**config.mk**
```make
export PLATFORM = sky130hd
export DESIGN_NAME = grouped_status_bus_reporter
export DESIGN_NICKNAME = d
export VERILOG_FILES = /design/src/rtl/group_status_pkg.sv /design/src/rtl/grouped_status_bus_reporter.sv
export SDC_FILE = /design/constraint.sdc
export NUM_CORES = 1
export LEC_CHECK = 0
export BUFFER_PORTS_ARGS = -buffer_cell sky130_fd_sc_hd__buf_2
export CELL_PAD_IN_SITES_DETAIL_PLACEMENT = 1
export CELL_PAD_IN_SITES_GLOBAL_PLACEMENT = 2
export CORE_MARGIN = 3
export CORE_UTILIZATION = 27
export CTS_BUF_LIST = sky130_fd_sc_hd__clkbuf_8
export CTS_CLUSTER_DIAMETER = 30
export DETAILED_ROUTE_END_ITERATION = 16
export PLACE_DENSITY = 0.8
export SETUP_SLACK_MARGIN = 0.2
export SYNTH_ARGS = -nofsm -noshare
export SYNTH_HDL_FRONTEND = slang
export SYNTH_SLANG_ARGS = --single-unit
```
**constraint.sdc**
```tcl
create_clock -name CLK -period 2.79 [get_ports CLK]
set_input_delay 0.558 -clock CLK [delete_from_list [all_inputs] [get_ports CLK]]
set_output_delay 0.558 -clock CLK [all_outputs]
set_load 0.02 [all_outputs]
```
**src/rtl/group_status_pkg.sv**
```systemverilog
package group_status_pkg;
   // Register offsets on the parallel host port
   localparam logic [7:0] OFS_CTRL_A   = 8'hB0;
   localparam logic [7:0] OFS_CTRL_B   = 8'hB1;
   localparam logic [7:0] OFS_INFO_IRQ = 8'hB2;
   localparam logic [7:0] OFS_INFO_LOS = 8'hB3;
   localparam logic [7:0] OFS_INFO_UA  = 8'hB4;
   localparam logic [7:0] OFS_INFO_UB  = 8'hB5;
   // Reset values
   localparam logic [7:0] CTRL_A_RST   = 8'h00;
   localparam logic [7:0] CTRL_B_RST   = 8'h00;
   // Field positions
   localparam int ENABLE_BIT   = 0;
   localparam int LINE_SEL_LSB = 1;
   localparam int SRC_A_LSB    = 0;
   localparam int SRC_B_LSB    = 4;
   // Writable bits; unused bits read as zero
   localparam logic [7:0] CTRL_A_MASK  = 8'h0F;
   localparam logic [7:0] CTRL_B_MASK  = 8'h77;
   // Information register index carried on the group select lines
   localparam logic [1:0] IDX_IRQ = 2'h0;
   localparam logic [1:0] IDX_LOS = 2'h1;
   localparam logic [1:0] IDX_UA  = 2'h2;
   localparam logic [1:0] IDX_UB  = 2'h3;
   // Status source select codes
   localparam logic [2:0] SRC_ALARM0 = 3'h0;
   localparam logic [2:0] SRC_ALARM1 = 3'h1;
   localparam logic [2:0] SRC_LOOP0  = 3'h2;
   localparam logic [2:0] SRC_LOOP1  = 3'h3;
   localparam logic [2:0] SRC_SIGCH  = 3'h4;
   localparam logic [2:0] SRC_SLIP   = 3'h5;
   localparam int BUS_LINES = 8;
endpackage

```
**src/rtl/grouped_status_bus_reporter.sv**
```systemverilog
`timescale 1ns/1ps
// Summary of operation
// - Control A bit 0 enables group participation; register resets to zero.
// - Control A bits 1-3 choose which bus line this device drives.
// - Control B bits 0-2 pick third register status, T1 code mapping.
// - E1 mode uses its own mapping; codes 110 and 111 give zero.
// - Control B bits 4-6 pick fourth register status, same mapping.
// - First info read drives interrupt pending status on selected line.
// - Second info read drives loss-of-sync status on selected line.
// - Third info read drives status chosen by third select field.
// - Fourth info read drives status chosen by fourth select field.
// - At most eight members share the 8-bit bus, one bit each.
// - Info read at any member returns bits of all enabled members.
// - Members coordinate over two select lines and one read strobe.
module grouped_status_bus_reporter (
   input  wire logic       CLK,
   input  wire logic       SRST,
   input  wire logic       CS_N,
   input  wire logic       RD_N,
   input  wire logic       WR_N,
   input  wire logic [7:0] ADDR,
   input  wire logic [7:0] DATA_IN,
   output logic      [7:0] DATA_OUT,
   output logic      [7:0] DATA_OE,
   input  wire logic       GSEL_A_IN,
   output logic            GSEL_A_OUT,
   output logic            GSEL_A_OE,
   input  wire logic       GSEL_B_IN,
   output logic            GSEL_B_OUT,
   output logic            GSEL_B_OE,
   input  wire logic       GRD_N_IN,
   output logic            GRD_N_OUT,
   output logic            GRD_N_OE,
   input  wire logic       E1_MODE,
   input  wire logic       IRQ_PENDING,
   input  wire logic       SYNC_LOSS,
   input  wire logic       BLUE_ALARM,
   input  wire logic       YELLOW_ALARM,
   input  wire logic       LOOP_UP_DETECT,
   input  wire logic       LOOP_DOWN_DETECT,
   input  wire logic       UNFRAMED_ALL_ONES,
   input  wire logic       REMOTE_ALARM,
   input  wire logic       DIST_MF_ALARM,
   input  wire logic       V5_LINK_DETECT,
   input  wire logic       SIGNALING_CHANGE,
   input  wire logic       ELASTIC_STORE_SLIP
);

   logic [7:0] ctrl_a_q;
   logic [7:0] ctrl_b_q;
   logic [7:0] data_d;
   logic [7:0] oe_d;
   logic [7:0] data_q;
   logic [7:0] oe_q;
   logic       gsel_a_oe_q;
   logic       gsel_b_oe_q;
   logic       grd_oe_q;
   logic       pin_low_q;
   logic       host_rd;
   logic       host_wr;
   logic       ctrl_rd;
   logic       info_rd;
   logic       grp_req;
   logic       resp_on;
   logic [1:0] local_idx;
   logic [1:0] resp_idx;
   logic       resp_bit;
   logic [7:0] ctrl_val;
   logic       group_enable;
   logic [2:0] line_sel;
   logic [2:0] third_sel;
   logic [2:0] fourth_sel;

   // Field views of the control registers
   assign group_enable = ctrl_a_q[group_status_pkg::ENABLE_BIT];
   assign line_sel     = ctrl_a_q[group_status_pkg::LINE_SEL_LSB +: 3];
   assign third_sel    = ctrl_b_q[group_status_pkg::SRC_A_LSB +: 3];
   assign fourth_sel   = ctrl_b_q[group_status_pkg::SRC_B_LSB +: 3];

   // Map a select code to a status source for the current line mode
   function automatic logic pick_source(input logic [2:0] code, input logic e1);
      logic r;
      r = 1'h0;
      unique case (code)
         group_status_pkg::SRC_ALARM0: r = e1 ? UNFRAMED_ALL_ONES : BLUE_ALARM;
         group_status_pkg::SRC_ALARM1: r = e1 ? REMOTE_ALARM : YELLOW_ALARM;
         group_status_pkg::SRC_LOOP0:  r = e1 ? DIST_MF_ALARM : LOOP_UP_DETECT;
         group_status_pkg::SRC_LOOP1:  r = e1 ? V5_LINK_DETECT : LOOP_DOWN_DETECT;
         group_status_pkg::SRC_SIGCH:  r = SIGNALING_CHANGE;
         group_status_pkg::SRC_SLIP:   r = ELASTIC_STORE_SLIP;
         default:                      r = 1'h0;
      endcase
      return r;
   endfunction

   // Host access decode
   assign host_rd   = !CS_N && !RD_N;
   assign host_wr   = !CS_N && !WR_N && RD_N;
   assign ctrl_rd   = host_rd && (ADDR == group_status_pkg::OFS_CTRL_A || ADDR == group_status_pkg::OFS_CTRL_B);
   assign info_rd   = host_rd && ADDR >= group_status_pkg::OFS_INFO_IRQ && ADDR <= group_status_pkg::OFS_INFO_UB;
   assign local_idx = 2'(ADDR - group_status_pkg::OFS_INFO_IRQ);
   assign ctrl_val  = (ADDR == group_status_pkg::OFS_CTRL_A) ? ctrl_a_q : ctrl_b_q;

   // Group cycle started by another member: strobe low, index on select lines
   // Own strobe lingers a cycle after the host read ends, so it is masked here
   assign grp_req  = !GRD_N_IN && !info_rd && !grd_oe_q;
   assign resp_on  = info_rd || grp_req;
   assign resp_idx = info_rd ? local_idx : {GSEL_B_IN, GSEL_A_IN};

   // Status bit that this member reports for the requested info register
   always_comb begin
      resp_bit = 1'h0;
      unique case (resp_idx)
         group_status_pkg::IDX_IRQ: resp_bit = IRQ_PENDING;
         group_status_pkg::IDX_LOS: resp_bit = SYNC_LOSS;
         group_status_pkg::IDX_UA:  resp_bit = pick_source(third_sel, E1_MODE);
         group_status_pkg::IDX_UB:  resp_bit = pick_source(fourth_sel, E1_MODE);
      endcase
   end

   // Per-line drive: control reads use all lines, group reads one line
   for (genvar i = 0; i < group_status_pkg::BUS_LINES; i++) begin : g_line
      assign data_d[i] = ctrl_rd ? ctrl_val[i] : resp_bit;
      assign oe_d[i]   = ctrl_rd || (resp_on && group_enable && line_sel == 3'(i));
   end

   // Control register writes; unused bits are not stored
   always_ff @(posedge CLK) begin
      if (SRST) begin
         ctrl_a_q <= group_status_pkg::CTRL_A_RST;
         ctrl_b_q <= group_status_pkg::CTRL_B_RST;
      end else if (host_wr && ADDR == group_status_pkg::OFS_CTRL_A) begin
         ctrl_a_q <= DATA_IN & group_status_pkg::CTRL_A_MASK;
      end else if (host_wr && ADDR == group_status_pkg::OFS_CTRL_B) begin
         ctrl_b_q <= DATA_IN & group_status_pkg::CTRL_B_MASK;
      end
   end

   // Registered data bus drive
   always_ff @(posedge CLK) begin
      if (SRST) begin
         data_q <= 8'h00;
         oe_q   <= 8'h00;
      end else begin
         data_q <= data_d;
         oe_q   <= oe_d;
      end
   end

   // Group pins are open drain: during an info read the strobe and the select lines for zero index bits pull low
   always_ff @(posedge CLK) begin
      if (SRST) begin
         gsel_a_oe_q <= 1'h0;
         gsel_b_oe_q <= 1'h0;
         grd_oe_q    <= 1'h0;
         pin_low_q   <= 1'h0;
      end else begin
         gsel_a_oe_q <= info_rd && !local_idx[0];
         gsel_b_oe_q <= info_rd && !local_idx[1];
         grd_oe_q    <= info_rd;
         pin_low_q   <= 1'h0;
      end
   end

   // Pin outputs come straight from the flip-flops above
   assign DATA_OUT   = data_q;
   assign DATA_OE    = oe_q;
   assign GSEL_A_OUT = pin_low_q;
   assign GSEL_A_OE  = gsel_a_oe_q;
   assign GSEL_B_OUT = pin_low_q;
   assign GSEL_B_OE  = gsel_b_oe_q;
   assign GRD_N_OUT  = pin_low_q;
   assign GRD_N_OE   = grd_oe_q;

   // Checks
   reset_value_a: assert property (@(posedge CLK) SRST |=> ctrl_a_q == 8'h00 && ctrl_b_q == 8'h00)
      else $error("control registers not cleared by reset");
   disabled_quiet_a: assert property (@(posedge CLK) disable iff (SRST)
      (!group_enable && !ctrl_rd) |=> DATA_OE == 8'h00)
      else $error("disabled member drives the bus");
   one_line_a: assert property (@(posedge CLK) disable iff (SRST)
      (resp_on && !ctrl_rd && group_enable) |=> DATA_OE == (8'h01 << $past(line_sel)))
      else $error("group read drives wrong line");
   irq_report_a: assert property (@(posedge CLK) disable iff (SRST)
      (info_rd && ADDR == group_status_pkg::OFS_INFO_IRQ) |=> DATA_OUT[$past(line_sel)] == $past(IRQ_PENDING))
      else $error("interrupt status not reported");
   sync_report_a: assert property (@(posedge CLK) disable iff (SRST)
      (info_rd && ADDR == group_status_pkg::OFS_INFO_LOS) |=> DATA_OUT[$past(line_sel)] == $past(SYNC_LOSS))
      else $error("sync loss status not reported");
   third_e1_a: assert property (@(posedge CLK) disable iff (SRST)
      (info_rd && ADDR == group_status_pkg::OFS_INFO_UA && E1_MODE && third_sel == 3'h1)
      |=> DATA_OUT[$past(line_sel)] == $past(REMOTE_ALARM))
      else $error("third register E1 source wrong");
   fourth_t1_a: assert property (@(posedge CLK) disable iff (SRST)
      (info_rd && ADDR == group_status_pkg::OFS_INFO_UB && !E1_MODE && fourth_sel == 3'h0)
      |=> DATA_OUT[$past(line_sel)] == $past(BLUE_ALARM))
      else $error("fourth register T1 source wrong");
   strobe_out_a: assert property (@(posedge CLK) disable iff (SRST)
      info_rd |=> GRD_N_OE && !GRD_N_OUT && GSEL_A_OE == !$past(local_idx[0]))
      else $error("group strobe not issued");
   member_answer_a: assert property (@(posedge CLK) disable iff (SRST)
      (grp_req && group_enable && {GSEL_B_IN, GSEL_A_IN} == group_status_pkg::IDX_LOS)
      |=> DATA_OE[$past(line_sel)] && DATA_OUT[$past(line_sel)] == $past(SYNC_LOSS))
      else $error("member ignored group strobe");
   third_t1_a: assert property (@(posedge CLK) disable iff (SRST)
      (info_rd && ADDR == group_status_pkg::OFS_INFO_UA && !E1_MODE && third_sel == 3'h4)
      |=> DATA_OUT[$past(line_sel)] == $past(SIGNALING_CHANGE))
      else $error("third register T1 source wrong");
   fourth_e1_a: assert property (@(posedge CLK) disable iff (SRST)
      (info_rd && ADDR == group_status_pkg::OFS_INFO_UB && E1_MODE && fourth_sel == 3'h3)
      |=> DATA_OUT[$past(line_sel)] == $past(V5_LINK_DETECT))
      else $error("fourth register E1 source wrong");
   blank_code_a: assert property (@(posedge CLK) disable iff (SRST)
      (info_rd && ADDR == group_status_pkg::OFS_INFO_UA && third_sel[2:1] == 2'h3)
      |=> DATA_OUT[$past(line_sel)] == 1'h0)
      else $error("unused source code reports status");
   own_strobe_a: assert property (@(posedge CLK) disable iff (SRST)
      (grd_oe_q && !info_rd && !ctrl_rd)
      |=> DATA_OE == 8'h00)
      else $error("member answered its own strobe");

endmodule // grouped_status_bus_reporter

```
==> results by group <==
Power
  – Worst VDD drop: 174 uV
  – PwrDens: 500 nW/um^2
  – Internal power: 0.659 mW
  – Clock power share: 38.7%
  – Combinational power share: 12.0%
  – Switch share: 23.8%
  – P_leak: 0.830 nW
  – Sequential share of power: 49.3%
  – NetSw: 0.206 mW
  – Power after layout: 0.865 mW

Yosys
  – Async SR Flop Fraction: 0%
  – Avg Cell Area, Syn: 9.67 sq um
  – Yosys warning count: 0
  – Predominant post-synthesis flop cell: dfxtp_1
  – Register bit total from synthesis: 29
  – Sequential area share after synthesis: 43.8%
  – Cell count after synthesis: 137
  – Post-synth EDFFs: 0
  – Mapped Area: 1330 sq um
  – Post-synthesis cell type count: 36

Placed design
  – # placed instances: 252
  – Area after DPL: 1640 sq um
  – Port bufs: 54
  – DP HPWL: 3.10 mm
  – Pre-CTS setup slack: 0.303 ns
  – Routability congestion estimate: 0.775

Run
  – Max cap viols: 0

Detailed routing
  – Via count: 1206
  – Initial DRC count: 33
  – Total Wirelength: 3.86 mm
  – Residual DRC count: 0
  – Wire length per cell: 14.9 um
  – Vias per cell: 4.66
  – Number of detailed-route iterations in the first pass: 4
  – Antenna viol nets, final: 0

Cells and area
  – Post-Layout Inst Area: 1730 sq um
  – Fin nets: 231
  – Layout cell share with drive strength beyond 1: 35.1%
  – P&R area growth vs syn: 30.6%
  – Final cell count without fillers: 259
  – Antenna cells: 0

Status
  – Status: finished clean

STA
  – F_max: 446 MHz
  – Setup TNS: 0 ns
  – RSZ-0062 raised after global routing: false
  – Crit path time final: 2.24 ns
  – # setup viols final: 0
  – Post-route setup slack: 0.547 ns
  – Final slew viol count: 0
  – Final period util: 80.4%
  – Clock skew: 0.00605 ns
  – Final hold vios: 0

Die
  – Die area: 5780 sq um
  – Die W: 76.1 um
  – Row cnt: 24
  – Initial Util: 29.2%
  – Io pins: 59
  – Die height: 76.1 um
  – Core Region: 4530 sq um

CTS
  – CTS tree: yes
  – Clk_lat worst skew: 0.27 ns
  – CTS Hold Bufs: 0
  – Clock Sinks: 29
  – Clk slew on worst S/H paths: 0.06 ns
  – CTS resizes: 0
  – Root Buffer: clkbuf_8
  – Num CTS Buffers: 5
  – Post-CTS Repair Setup Buffers: 0
  – Max clock buf depth: 2
  – H-tree depth: 2

Worst setup path
  – Crit Reg-Reg Endpoint: DATA_OUT[3]
  – WP depth: 7
  – FF-to-FF Start: ctrl_b_q[0]
  – Worst path required time: 2.92 ns
  – Max incr delay on CP: 0.53 ns
  – CP Capture Type: flip-flop
  – CP bufs+invs: 1
  – CP delay by family, top: compound AO/OA/AOI/OAI gates
  – Worst R2R Path Depth: 6
  – Critical Path Source Type: primary input
  – Critical path's slowest cell: or4_1
  – Reg2reg setup slack: 0.88 ns
  – CP cell instances: buf_2 > nand4b_1 > or4_1 > o21ai_0 > a21oi_1 > o31ai_4 > o31ai_1
  – Crit path kind: primary input to flip-flop
  – Crit Path Max Fanout: 8
  – Worst EP arrival: 2.37 ns

Global routing
  – Largest net degree at the start of global routing: 16
  – Initial antenna violation count: 0
  – First-pass GRT wire length: 6.26 mm
  – Total gr overflow: 0
  – Vias in the first global route: 1314
  – GRT Util Overall: 13.5%

Worst hold path
  – Hold path cells: 2
  – Worst Hold Class: flip-flop to flip-flop
  – Hold endpoint: DATA_OUT[5]
  – Hold path start: ctrl_b_q[5]
[cells in the final DEF (no fill, tap or decap)]
cell,instances
a2111oi_2,1
nor2b_1,4
o31ai_1,3
mux2i_1,17
nor3b_1,1
nor3_1,4
nor2_1,15
a21oi_1,3
and3_1,1
dfxtp_1,29
clkbuf_8,6
o21ai_0,7
o311ai_1,1
nand4b_1,1
inv_1,3
mux2_1,1
nand3_1,2
o21ai_1,4
and2_1,1
nand3b_1,3
mux2_2,2
o221ai_1,1
o211ai_1,2
a211oi_1,1
or2_2,1
buf_4,1
o31ai_4,1
nand2_1,10
buf_2,54
conb_1,3
nand2b_1,3
nor4_1,2
mux4_2,2
or4_1,3
a21o_1,1
[metrics by stage]
stage	util, %	hold slack (ns)
global route	38.2	0.542
global placement	36.3	0.488
detailed placement	36.3	0.493
floorplan	-	0.448
finish	38.2	0.498
CTS	38.2	0.502
[flip-flops by register name, indices dropped and copies added, names as in the netlist]
| signal | cells |
|---|---|
| DATA_OE | 8 |
| GSEL_A_OE | 1 |
| GRD_N_OE | 1 |
| GSEL_B_OE | 1 |
| ctrl_b_q | 6 |
| ctrl_a_q | 4 |
| DATA_OUT | 8 |
[cell type report]
type	instances	area (sq um)
Timing Repair Buffer	55	278
Tap cell	65	81.3
Clock inverter	1	3.75
Sequential cell	29	581
Fill cell	558	2800
Clock buffer	6	82.6
Multi-Input combinational cell	101	697
Inverter	2	7.51
[per-layer routing]
layer  vias up  track usage, %  share of wire, %
met4         0            4.53               1.3
met2        26            27.3                58
li1        604               -                 -
met5         -               0                 0
met3         4            3.07               3.4
met1       572            13.3                37
[synthesized netlist by cell type, types with 2 or more instances]
cell / number / area, sq um
a21oi_1: 3 / 15.0
buf_2: 2 / 10.0
buf_4: 3 / 22.5
dfxtp_1: 29 / 581
inv_1: 2 / 7.51
mux2_2: 2 / 22.5
mux2i_1: 17 / 170
mux4_2: 2 / 45.0
nand2_1: 10 / 37.5
nand2b_1: 3 / 18.8
nand3_1: 2 / 10.0
nand3b_1: 3 / 22.5
nor2_1: 15 / 56.3
nor2b_1: 4 / 25.0
nor3_1: 4 / 20.0
nor4_1: 2 / 12.5
o211ai_1: 2 / 15.0
o21ai_0: 7 / 35.0
o21ai_1: 4 / 20.0
o31ai_1: 3 / 22.5
or4_1: 3 / 22.5
[worst max-delay path by stage]
stage               startpoint          end  slack, ns
floorplan              E1_MODE  DATA_OUT[3]       0.66
global placement       E1_MODE  DATA_OUT[3]       0.38
detailed placement     ADDR[6]  DATA_OUT[4]       0.30
CTS                    ADDR[6]  DATA_OUT[3]       0.58
global route           ADDR[6]  DATA_OUT[3]       0.46
finish                 ADDR[6]  DATA_OUT[3]       0.55
[worst min-delay path: cells and delay by family (launching register included)]
family / cells / cell delay [ns]
flip-flops: 1 / 0.34
AND/OR/NAND/NOR: 2 / 0.11
[kinds of logic after synthesis]
family | share of synthesized area [%]
other | 0.283
muxes | 18.8
DFF | 43.8
AOI/OAI and AO/OA | 13.3
and+or+nand+nor | 19.6
buffers and inverters | 4.15
[power groups by stage]
stage / clock network (mW) / logic, mW / registers, mW
2_1_floorplan: 0 / 0.0460 / 0.448
3_3_place_gp: 0 / 0.0999 / 0.435
3_5_place_dp: 0 / 0.104 / 0.436
4_1_cts: 0.346 / 0.105 / 0.427
5_1_grt: 0.362 / 0.113 / 0.427
6_report: 0.335 / 0.104 / 0.427
Power figures use the tool's default switching activity.
